`src/safety_release_map.svh`:
```
// Bit positions, reset values and timing counts of the release logic
// Summary of operation
// RULE1: Request bit 6 acks discrepancy, bit 7 resets
// RULE2: Response bits 4..7: inputs, limit, warning, error
// RULE3: Warning bits: crosswire, temperature, internal, communication
// RULE4: Error bits: crosswire, temperature, actuator, internal, discrepancy
// RULE5: Power-up with feedback open: outputs off, 5 Hz
// RULE6: Auto variant enables outputs when feedback closes
// RULE7: Monitored variant enables on reset button release
// RULE8: Inputs off more than 500 ms apart trips
// RULE9: Discrepancy fault latched nonvolatile until acknowledged
// RULE10: Ack by button falling edge or serial command
// RULE11: Response bit 0 outputs on, bit 1 actuator
// RULE12: Error clears when cause gone and release
// RULE13: Warning lasting 30 minutes switches outputs off
// RULE14: Buttons synchronised and debounced before edge detection
// RULE15: Discrepancy counted on internal clock from first off
`ifndef SAFETY_RELEASE_MAP_SVH
`define SAFETY_RELEASE_MAP_SVH
`define REQ_ACK_DISC_BIT 6
`define REQ_ERR_RESET_BIT 7
`define RSP_OUT_ON_BIT 0
`define RSP_ACTUATOR_BIT 1
`define RSP_FEEDBACK_OPEN_BIT 3
`define RSP_INPUTS_BIT 4
`define RSP_LIMIT_BIT 5
`define RSP_WARNING_BIT 6
`define RSP_ERROR_BIT 7
`define DIAG_CROSSWIRE_BIT 2
`define DIAG_TEMP_BIT 3
`define DIAG_ACTUATOR_BIT 4
`define DIAG_INTERNAL_BIT 5
`define DIAG_COMM_BIT 6
`define DIAG_DISC_BIT 6
`define BYTE_RESET 8'h00
`define CLK_HZ 40000000
`define DISC_TIME_MS 500
`define DISC_CYCLES ((`CLK_HZ / 1000) * `DISC_TIME_MS)
`define WARN_TIME_MIN 30
`define WARN_CYCLES (64'd60 * `WARN_TIME_MIN * `CLK_HZ)
`define FLASH_HZ 5
`define FLASH_HALF_CYCLES (`CLK_HZ / (2 * `FLASH_HZ))
`define DEBOUNCE_TIME_MS 10
`define DEBOUNCE_CYCLES ((`CLK_HZ / 1000) * `DEBOUNCE_TIME_MS)
`endif

```
`src/safety_release_pkg.sv`:
```
// Types of the release logic
package safety_release_pkg;
  typedef enum logic [1:0] {st_blocked, st_wait_button, st_released}
    release_state_t;
endpackage : safety_release_pkg

```
`src/button_if.sv`:
```
// Debounced button level and release pulse
`timescale 1ns/1ps
interface button_if;
  logic level;
  logic fall;
  modport source (output level, output fall);
  modport sink (input level, input fall);
endinterface : button_if

```
`src/button_debounce.sv`:
```
// Synchroniser, debouncer and falling-edge detector for one button
`timescale 1ns/1ps
`include "safety_release_map.svh"
module button_debounce #(
  parameter int unsigned CYCLES = `DEBOUNCE_CYCLES
) (
  input wire logic clk_sys,
  input wire logic rstn,
  input wire logic raw,
  button_if.source btn
);
  logic sync1, sync2, stable, fall;
  logic [31:0] cnt;
  logic next_stable, next_fall;
  logic [31:0] next_cnt;

  always_comb begin
    next_stable = stable;
    next_fall = 1'b0;
    next_cnt = 32'h0000_0000;
    if (sync2 != stable) begin
      if (cnt >= CYCLES - 1) begin
        next_stable = sync2;  // [RULE14]
        next_fall = stable & ~sync2;
      end else begin
        next_cnt = cnt + 32'h0000_0001;
      end
    end
  end

  always_ff @(posedge clk_sys or negedge rstn) begin
    if (!rstn) begin
      sync1 <= 1'b0;
      sync2 <= 1'b0;
      stable <= 1'b0;
      fall <= 1'b0;
      cnt <= 32'h0000_0000;
    end else begin
      sync1 <= raw;  // [RULE14]
      sync2 <= sync1;
      stable <= next_stable;
      fall <= next_fall;
      cnt <= next_cnt;
    end
  end

  assign btn.level = stable;
  assign btn.fall = fall;
endmodule : button_debounce

```
`src/safety_release.sv`:
```
// Output release, discrepancy monitor and diagnostic bytes
`timescale 1ns/1ps
`include "safety_release_map.svh"
module safety_release #(
  parameter longint unsigned WARN_CYCLES = `WARN_CYCLES,
  parameter int unsigned DISC_CYCLES = `DISC_CYCLES,
  parameter int unsigned DEBOUNCE_CYCLES = `DEBOUNCE_CYCLES
) (
  input wire logic clk_sys,
  input wire logic rstn,
  input wire logic monitored_reset_variant,
  input wire logic disc_monitor_en,
  input wire logic safety_in_a,
  input wire logic safety_in_b,
  input wire logic feedback_closed,
  input wire logic reset_button,
  input wire logic ack_button,
  input wire logic actuator_detected,
  input wire logic actuator_in_limit,
  input wire logic actuator_wrong,
  input wire logic crosswire_fault,
  input wire logic over_temp,
  input wire logic internal_fault,
  input wire logic internal_warning,
  input wire logic comm_lost,
  input wire logic disc_fault_stored,
  input wire logic [7:0] request_byte,
  output logic [7:0] response_byte,
  output logic [7:0] warning_diag_byte,
  output logic [7:0] error_diag_byte,
  output logic safety_out_a,
  output logic safety_out_b,
  output logic yellow_led,
  output logic disc_fault_store
);
  // ****************************************************************
  // Button conditioning
  // ****************************************************************
  button_if rst_btn ();
  button_if ack_btn ();

  button_debounce #(.CYCLES(DEBOUNCE_CYCLES)) u_rst (
    .clk_sys(clk_sys),
    .rstn(rstn),
    .raw(reset_button),
    .btn(rst_btn)
  );

  button_debounce #(.CYCLES(DEBOUNCE_CYCLES)) u_ack (
    .clk_sys(clk_sys),
    .rstn(rstn),
    .raw(ack_button),
    .btn(ack_btn)
  );

  // ****************************************************************
  // State
  // ****************************************************************
  safety_release_pkg::release_state_t state, next_state;
  logic outs_on, next_outs_on;
  logic disc_latched, next_disc_latched;
  logic disc_loaded, next_disc_loaded;
  logic disc_run, next_disc_run;
  logic [31:0] disc_cnt, next_disc_cnt;
  logic [63:0] warn_cnt, next_warn_cnt;
  logic warn_trip, next_warn_trip;
  logic err_latched, next_err_latched;
  logic req7_q, next_req7_q;
  logic in_a_q, in_b_q;
  logic [31:0] flash_cnt, next_flash_cnt;
  logic flash, next_flash;
  logic led, next_led;
  logic [7:0] next_rsp, next_warn, next_err;

  logic warn_any, err_cause, err_release, ack_ev, fault_any;

  always_comb begin
    warn_any = crosswire_fault | over_temp | internal_warning | comm_lost;
    err_cause = internal_fault | actuator_wrong;
    // Release by request bit 7 falling or guard opening
    err_release = (req7_q & ~request_byte[`REQ_ERR_RESET_BIT]) |
                  ~actuator_detected;  // [RULE12]
    ack_ev = ack_btn.fall | request_byte[`REQ_ACK_DISC_BIT];  // [RULE1] [RULE10]
    fault_any = disc_latched | err_latched | warn_trip;
  end

  // ****************************************************************
  // Discrepancy, error and warning supervision
  // ****************************************************************
  always_comb begin
    next_disc_loaded = 1'b1;
    next_disc_latched = disc_latched;
    next_disc_run = disc_run;
    next_disc_cnt = disc_cnt;
    next_req7_q = request_byte[`REQ_ERR_RESET_BIT];
    next_err_latched = err_latched;
    next_warn_cnt = 64'h0;
    next_warn_trip = warn_trip;
    if (!disc_loaded) begin
      next_disc_latched = disc_fault_stored;  // [RULE9]
    end else begin
      if (disc_monitor_en && !disc_run && (in_a_q != in_b_q) &&
          ((in_a_q & ~safety_in_a) | (in_b_q & ~safety_in_b) |
           (safety_in_a != safety_in_b))) begin
        next_disc_run = 1'b1;  // [RULE15]
        next_disc_cnt = 32'h0;
      end
      if (disc_run) begin
        if (safety_in_a == safety_in_b) begin
          next_disc_run = 1'b0;
        end else if (disc_cnt >= DISC_CYCLES) begin
          next_disc_latched = 1'b1;  // [RULE8]
          next_disc_run = 1'b0;
        end else begin
          next_disc_cnt = disc_cnt + 32'h1;  // [RULE15]
        end
      end
      if (ack_ev && !next_disc_latched) begin
        next_disc_latched = 1'b0;
      end else if (ack_ev && disc_latched && !(disc_run &&
               disc_cnt >= DISC_CYCLES)) begin
        next_disc_latched = 1'b0;  // [RULE10]
      end
    end
    if (err_cause) begin
      next_err_latched = 1'b1;
    end else if (err_release) begin
      next_err_latched = 1'b0;  // [RULE12]
    end
    if (warn_any) begin
      if (warn_cnt >= WARN_CYCLES - 1) begin
        next_warn_trip = 1'b1;  // [RULE13]
        next_warn_cnt = warn_cnt;
      end else begin
        next_warn_cnt = warn_cnt + 64'h1;
      end
    end else begin
      next_warn_trip = 1'b0;
    end
  end

  // ****************************************************************
  // Release sequence
  // ****************************************************************
  always_comb begin
    next_state = state;
    next_outs_on = 1'b0;
    case (state)
      safety_release_pkg::st_blocked: begin
        if (!fault_any && disc_loaded && feedback_closed &&  // [RULE9]
            actuator_detected) begin
          if (monitored_reset_variant) begin
            next_state = safety_release_pkg::st_wait_button;  // [RULE7]
          end else begin
            next_state = safety_release_pkg::st_released;  // [RULE6]
          end
        end
      end
      safety_release_pkg::st_wait_button: begin
        if (fault_any || !actuator_detected) begin
          next_state = safety_release_pkg::st_blocked;
        end else if (rst_btn.fall) begin
          next_state = safety_release_pkg::st_released;  // [RULE7]
        end
      end
      safety_release_pkg::st_released: begin
        if (fault_any || !actuator_detected) begin
          next_state = safety_release_pkg::st_blocked;  // [RULE8] [RULE13]
        end
      end
      default: next_state = safety_release_pkg::st_blocked;
    endcase
    if (next_state == safety_release_pkg::st_released) begin
      next_outs_on = 1'b1;
    end
  end

  // ****************************************************************
  // Indicator and diagnostic bytes
  // ****************************************************************
  always_comb begin
    next_flash_cnt = flash_cnt + 32'h1;
    next_flash = flash;
    if (flash_cnt >= `FLASH_HALF_CYCLES - 1) begin
      next_flash_cnt = 32'h0;
      next_flash = ~flash;
    end
    next_led = next_outs_on | (~next_outs_on & flash);  // [RULE5] [RULE6]
    next_rsp = `BYTE_RESET;
    next_rsp[`RSP_OUT_ON_BIT] = next_outs_on;  // [RULE11]
    next_rsp[`RSP_ACTUATOR_BIT] = actuator_detected;  // [RULE11]
    next_rsp[`RSP_FEEDBACK_OPEN_BIT] = actuator_detected & ~next_outs_on;
    next_rsp[`RSP_INPUTS_BIT] = safety_in_a & safety_in_b;  // [RULE2]
    next_rsp[`RSP_LIMIT_BIT] = actuator_in_limit;  // [RULE2]
    next_rsp[`RSP_WARNING_BIT] = warn_any | fault_any;  // [RULE2]
    next_rsp[`RSP_ERROR_BIT] = fault_any;  // [RULE2]
    next_warn = `BYTE_RESET;
    next_warn[`DIAG_CROSSWIRE_BIT] = crosswire_fault;  // [RULE3]
    next_warn[`DIAG_TEMP_BIT] = over_temp;  // [RULE3]
    next_warn[`DIAG_INTERNAL_BIT] = internal_warning;  // [RULE3]
    next_warn[`DIAG_COMM_BIT] = comm_lost;  // [RULE3]
    next_err = `BYTE_RESET;
    next_err[`DIAG_CROSSWIRE_BIT] = warn_trip & crosswire_fault;  // [RULE4]
    next_err[`DIAG_TEMP_BIT] = warn_trip & over_temp;  // [RULE4]
    next_err[`DIAG_ACTUATOR_BIT] = actuator_wrong;  // [RULE4]
    next_err[`DIAG_INTERNAL_BIT] = err_latched;  // [RULE4]
    next_err[`DIAG_DISC_BIT] = disc_latched;  // [RULE4]
  end

  always_ff @(posedge clk_sys or negedge rstn) begin
    if (!rstn) begin
      state <= safety_release_pkg::st_blocked;  // [RULE5]
      outs_on <= 1'b0;
      disc_latched <= 1'b0;
      disc_loaded <= 1'b0;
      disc_run <= 1'b0;
      disc_cnt <= 32'h0;
      warn_cnt <= 64'h0;
      warn_trip <= 1'b0;
      err_latched <= 1'b0;
      req7_q <= 1'b0;
      in_a_q <= 1'b0;
      in_b_q <= 1'b0;
      flash_cnt <= 32'h0;
      flash <= 1'b0;
      led <= 1'b0;
      response_byte <= `BYTE_RESET;
      warning_diag_byte <= `BYTE_RESET;
      error_diag_byte <= `BYTE_RESET;
    end else begin
      state <= next_state;
      outs_on <= next_outs_on;
      disc_latched <= next_disc_latched;
      disc_loaded <= next_disc_loaded;
      disc_run <= next_disc_run;
      disc_cnt <= next_disc_cnt;
      warn_cnt <= next_warn_cnt;
      warn_trip <= next_warn_trip;
      err_latched <= next_err_latched;
      req7_q <= next_req7_q;
      in_a_q <= safety_in_a;
      in_b_q <= safety_in_b;
      flash_cnt <= next_flash_cnt;
      flash <= next_flash;
      led <= next_led;
      response_byte <= next_rsp;
      warning_diag_byte <= next_warn;
      error_diag_byte <= next_err;
    end
  end

  assign safety_out_a = outs_on;
  assign safety_out_b = outs_on;
  assign yellow_led = led;
  assign disc_fault_store = disc_latched;  // [RULE9]
endmodule : safety_release

```
`config.mk`:
```
export PLATFORM = sky130hd
export DESIGN_NAME = safety_release
export DESIGN_NICKNAME = d
export VERILOG_FILES = /design/src/safety_release_pkg.sv /design/src/button_if.sv /design/src/button_debounce.sv /design/src/safety_release.sv
export VERILOG_INCLUDE_DIRS = /design/src
export SDC_FILE = /design/constraint.sdc
export NUM_CORES = 1
export LEC_CHECK = 0
export ABC_CLOCK_PERIOD_IN_PS = 2380
export BUFFER_PORTS_ARGS = -buffer_cell sky130_fd_sc_hd__buf_2
export CAP_MARGIN = 25
export CORE_MARGIN = 5
export CORE_UTILIZATION = 40
export CTS_BUF_LIST = sky130_fd_sc_hd__clkbuf_8
export DETAILED_ROUTE_END_ITERATION = 7
export GPL_TIMING_DRIVEN = 0
export PLACE_DENSITY = 0.58
export SETUP_SLACK_MARGIN = 0.3
export SLEW_MARGIN = 20
export SYNTH_ARGS = -nofsm -noshare
export SYNTH_HDL_FRONTEND = slang
export SYNTH_SLANG_ARGS = --single-unit
```
`constraint.sdc`:
```
create_clock -name clk_sys -period 2.38 [get_ports clk_sys]
set_input_delay 0.119 -clock clk_sys [delete_from_list [all_inputs] [get_ports clk_sys]]
set_output_delay 0.119 -clock clk_sys [all_outputs]
set_load 0.005 [all_outputs]
```
==> impl_metrics.tcl <==
set metrics [dict create \
    worst_pin_slew_ps 750 \
    hold_path.class "in2async" \
    p_seq_frac 0.486 \
    slowest_stage "or4_1" \
    grt_pass1_vias 7856 \
    ys.warnings.count 0 \
    switchingPower_mw 2.13 \
    p_leak_nw 5.94 \
    std_cell_rows 58 \
    numCtsBuffers 41 \
    drc 0 \
    start_kind "register" \
    max_stage_delay_ps 500 \
    cts-root-to-sink-buffers 3 \
    maxCapViolCount 0 \
    regArea_mm2 0.00571 \
    fmax_mhz 425 \
    required_ps 2820 \
    antenna_found_initial 0 \
    vias 7859 \
    critPathKind "reg2reg" \
    r2r_cells 8 \
    fillers 2194 \
    status "finished, final reports clean" \
    finalHoldViolations 0 \
    clk_latency_ps 550 \
    ir_drop_v 0.000438 \
    cp_cell_sequence "ha_2 > nand2_4 > nor4_4 > o311ai_4 > a31oi_4 > clkbuf_8 > or4_1 > a21oi_1" \
    initial_core_util 0.403 \
    p_int_mw 6.54 \
    rrSetupSlack_ps 30 \
    final_nets 1214 \
    swShare 0.246 \
    slew_headroom 0.500 \
    power_density_mw_per_mm2 639 \
    pwr-share-comb 0.075 \
    track_usage 0.162 \
    grt_pass1_wl_um 38700 \
    cp_max_fo 10 \
    fin_skew_ps 31.2 \
    design_area_mm2 0.0136 \
    yosysSeqAreaShare 0.567 \
    multi_input_area_mm2 0.00502 \
    r2r-end "warn_cnt[28]" \
    cp_num_buf_inv 1 \
    fin_ws_ps 25.1 \
    fin_hold_ws_ps 115 \
    cts_tree "yes" \
    rsz0062_at_grt "yes" \
    cp-startpoint "warn_cnt[1]" \
    io_pins 54 \
    syn_inst 973 \
    via_per_inst 5.12 \
    die_y_um 169 \
    diodes 0 \
    place.gp.congestion 0.836 \
    dp_hpwl_um 14200 \
    cp_data_arrival_time_ps 2800 \
    clkPwrFrac 0.439 \
    yosysTopAreaCellShare 0.567 \
    die_w_um 169 \
    wirelength_um 23400 \
    ys_ff_latch 228 \
    post-route-period-util 0.989 \
    synthToLayoutAreaGrowth_pct 34.8 \
    synth_area_leaders "dfrtp_1 57%, nor2_1 3.9%, nand2_1 2.7%" \
    slew_viol_final 0 \
    detail-route-antenna-nets 0 \
    synth_area_mm2 0.0101 \
    dr.pass1.iters 7 \
    drt_iter0_drc 490 \
    yosys.area.top_type "dfrtp_1" \
    reg2reg_from "warn_cnt[1]" \
    wl_per_cell_um 15.2 \
    coreArea_mm2 0.0250 \
    dieArea_mm2 0.0284 \
    clock-sinks 228 \
    placed_cell_area_mm2 0.0110 \
    synth_area_per_cell_um2 10.3 \
    io_buffers 39 \
    path_clk_slew_ps 60 \
    drive_above_1_share 0.273 \
    synth-edff-count 0 \
    setup_viol 0 \
    async_flop_share 1.00 \
    gr-total-overflow 0 \
    yosysUniqueCellTypes 60 \
    path_delay_family "simple AND/OR/NAND/NOR gates" \
    htree_num_levels 2 \
    cts_root_buf "clkbuf_8" \
    grt_start_max_net_pins 95 \
    ys.flop_type "dfrtp_1" \
    end_kind "register" \
    fin_crit_ps 2350 \
    place_ws_ps -261 \
]
kinds of logic (layout without fill, tap and decap cells):
| kind of cell | after synthesis | in the layout | synth area share |
|---|---|---|---|
| AND/OR/NAND/NOR | 464 | 464 | 0.245 |
| flip-flops | 228 | 228 | 0.567 |
| AO/OA/AOI/OAI | 140 | 140 | 0.0897 |
| buffers and inverters | 66 | 256 | 0.0295 |
| XOR/XNOR | 56 | 56 | 0.0487 |
| adder cells (fa/ha/maj) | 11 | 11 | 0.0137 |
| multiplexers | 6 | 6 | 0.00609 |
| other | 2 | 45 | 0.000746 |
cells in the final DEF (no fill, tap or decap), types with 9 or more instances in the layout:
| cell type | instances |
|---|---|
| a21oi_1 | 31 |
| a21oi_2 | 9 |
| and2_1 | 43 |
| and3_1 | 20 |
| buf_2 | 39 |
| buf_4 | 50 |
| buf_6 | 15 |
| clkbuf_8 | 62 |
| conb_1 | 45 |
| dfrtp_1 | 222 |
| dlygate4sd3_1 | 18 |
| inv_1 | 33 |
| nand2_1 | 69 |
| nand3_1 | 48 |
| nand4_1 | 35 |
| nor2_1 | 81 |
| nor2_4 | 20 |
| nor3_1 | 18 |
| nor4_1 | 13 |
| o211ai_1 | 9 |
| o21ai_2 | 15 |
| o31ai_1 | 16 |
| or3_1 | 10 |
| or3_4 | 9 |
| or4_1 | 21 |
| xnor2_1 | 29 |
| xor2_1 | 27 |
how the worst max path moves through the flow:
stage | endpoint | cells after the start
finish | warn_cnt[28] | 8
detailed placement | warn_cnt[25] | 7
floorplan | warn_cnt[16] | 7
CTS | warn_cnt[20] | 7
global route | warn_cnt[14] | 8
global placement | u_rst.cnt[2] | 1
Yosys cell counts, drive strengths merged, types with 11 or more instances:
master and count:
and3 21, buf 17, o31ai 20, inv 24
a21oi 40, nor2 105, o21ai 30, dfrtp 228
nand3 51, or4 25, nand2 72, nor4 27
nand4 35, or3 19, and2 43, ha 11
nor3 29, clkbuf 24, xnor2 29, xor2 27
repair_timing:
item,CTS,global route
pin swaps,63,75
cloned,4,3
endpoints found under the setup margin,111,107
hold buffers,18,0
gates resized for setup,134,114
setup buffers,36,15
hold endpoints to repair,97,0
flip-flops by register name (all words and copies together), names as in the netlist, 2 cells and up:
register	flops
flash_cnt	32
u_rst.cnt	32
disc_cnt	32
error_diag_byte	5
warn_cnt	64
warning_diag_byte	4
state	2
response_byte	7
u_ack.cnt	32
power groups by stage:
| stage | Clock (mW) | Combinational [mW] | Sequential (mW) |
|---|---|---|---|
| 2_1_floorplan | 0 | 0.321 | 4.22 |
| 3_3_place_gp | 0 | 0.503 | 4.27 |
| 3_5_place_dp | 0 | 0.532 | 4.27 |
| 4_1_cts | 3.96 | 0.618 | 4.21 |
| 5_1_grt | 4.15 | 0.754 | 4.24 |
| 6_report | 3.81 | 0.650 | 4.22 |
worst reg2reg max path: cells and delay by family (launching register included):
kind	cells	cell delay [ps]
buffers and inverters	1	220
AO/OA/AOI/OAI	3	660
adder cells (fa/ha/maj)	1	220
flip-flops	1	420
AND/OR/NAND/NOR	3	720
cell type report:
| class | count | area share |
|---|---|---|
| buffer | 41 | 0.0304 |
| clock inverter | 16 | 0.00765 |
| inverter | 25 | 0.00691 |
| multi-input combinational | 722 | 0.370 |
| sequential | 228 | 0.421 |
| clock buffer | 56 | 0.0568 |
| tap | 330 | 0.0304 |
| timing repair buffer | 118 | 0.0773 |
layer usage:
metal  up-vias  track usage  share of wire
met5         -            0              0
li1       3831            -              -
met4         0       0.0512          0.021
met3        40       0.0297          0.044
met2       158        0.258           0.48
met1      3830        0.228           0.45
through the flow:
stage               cells   util  setup TNS (ps)  power, mW
global route         1536  0.544            -365       9.15
finish               1536  0.544               0       8.68
floorplan            1016      -               0       4.55
global placement     1385  0.437         -675030       4.77
detailed placement   1388  0.440           -8360       4.80
CTS                  1518  0.517           -72.1       8.79
Power figures use the tool's default switching activity.
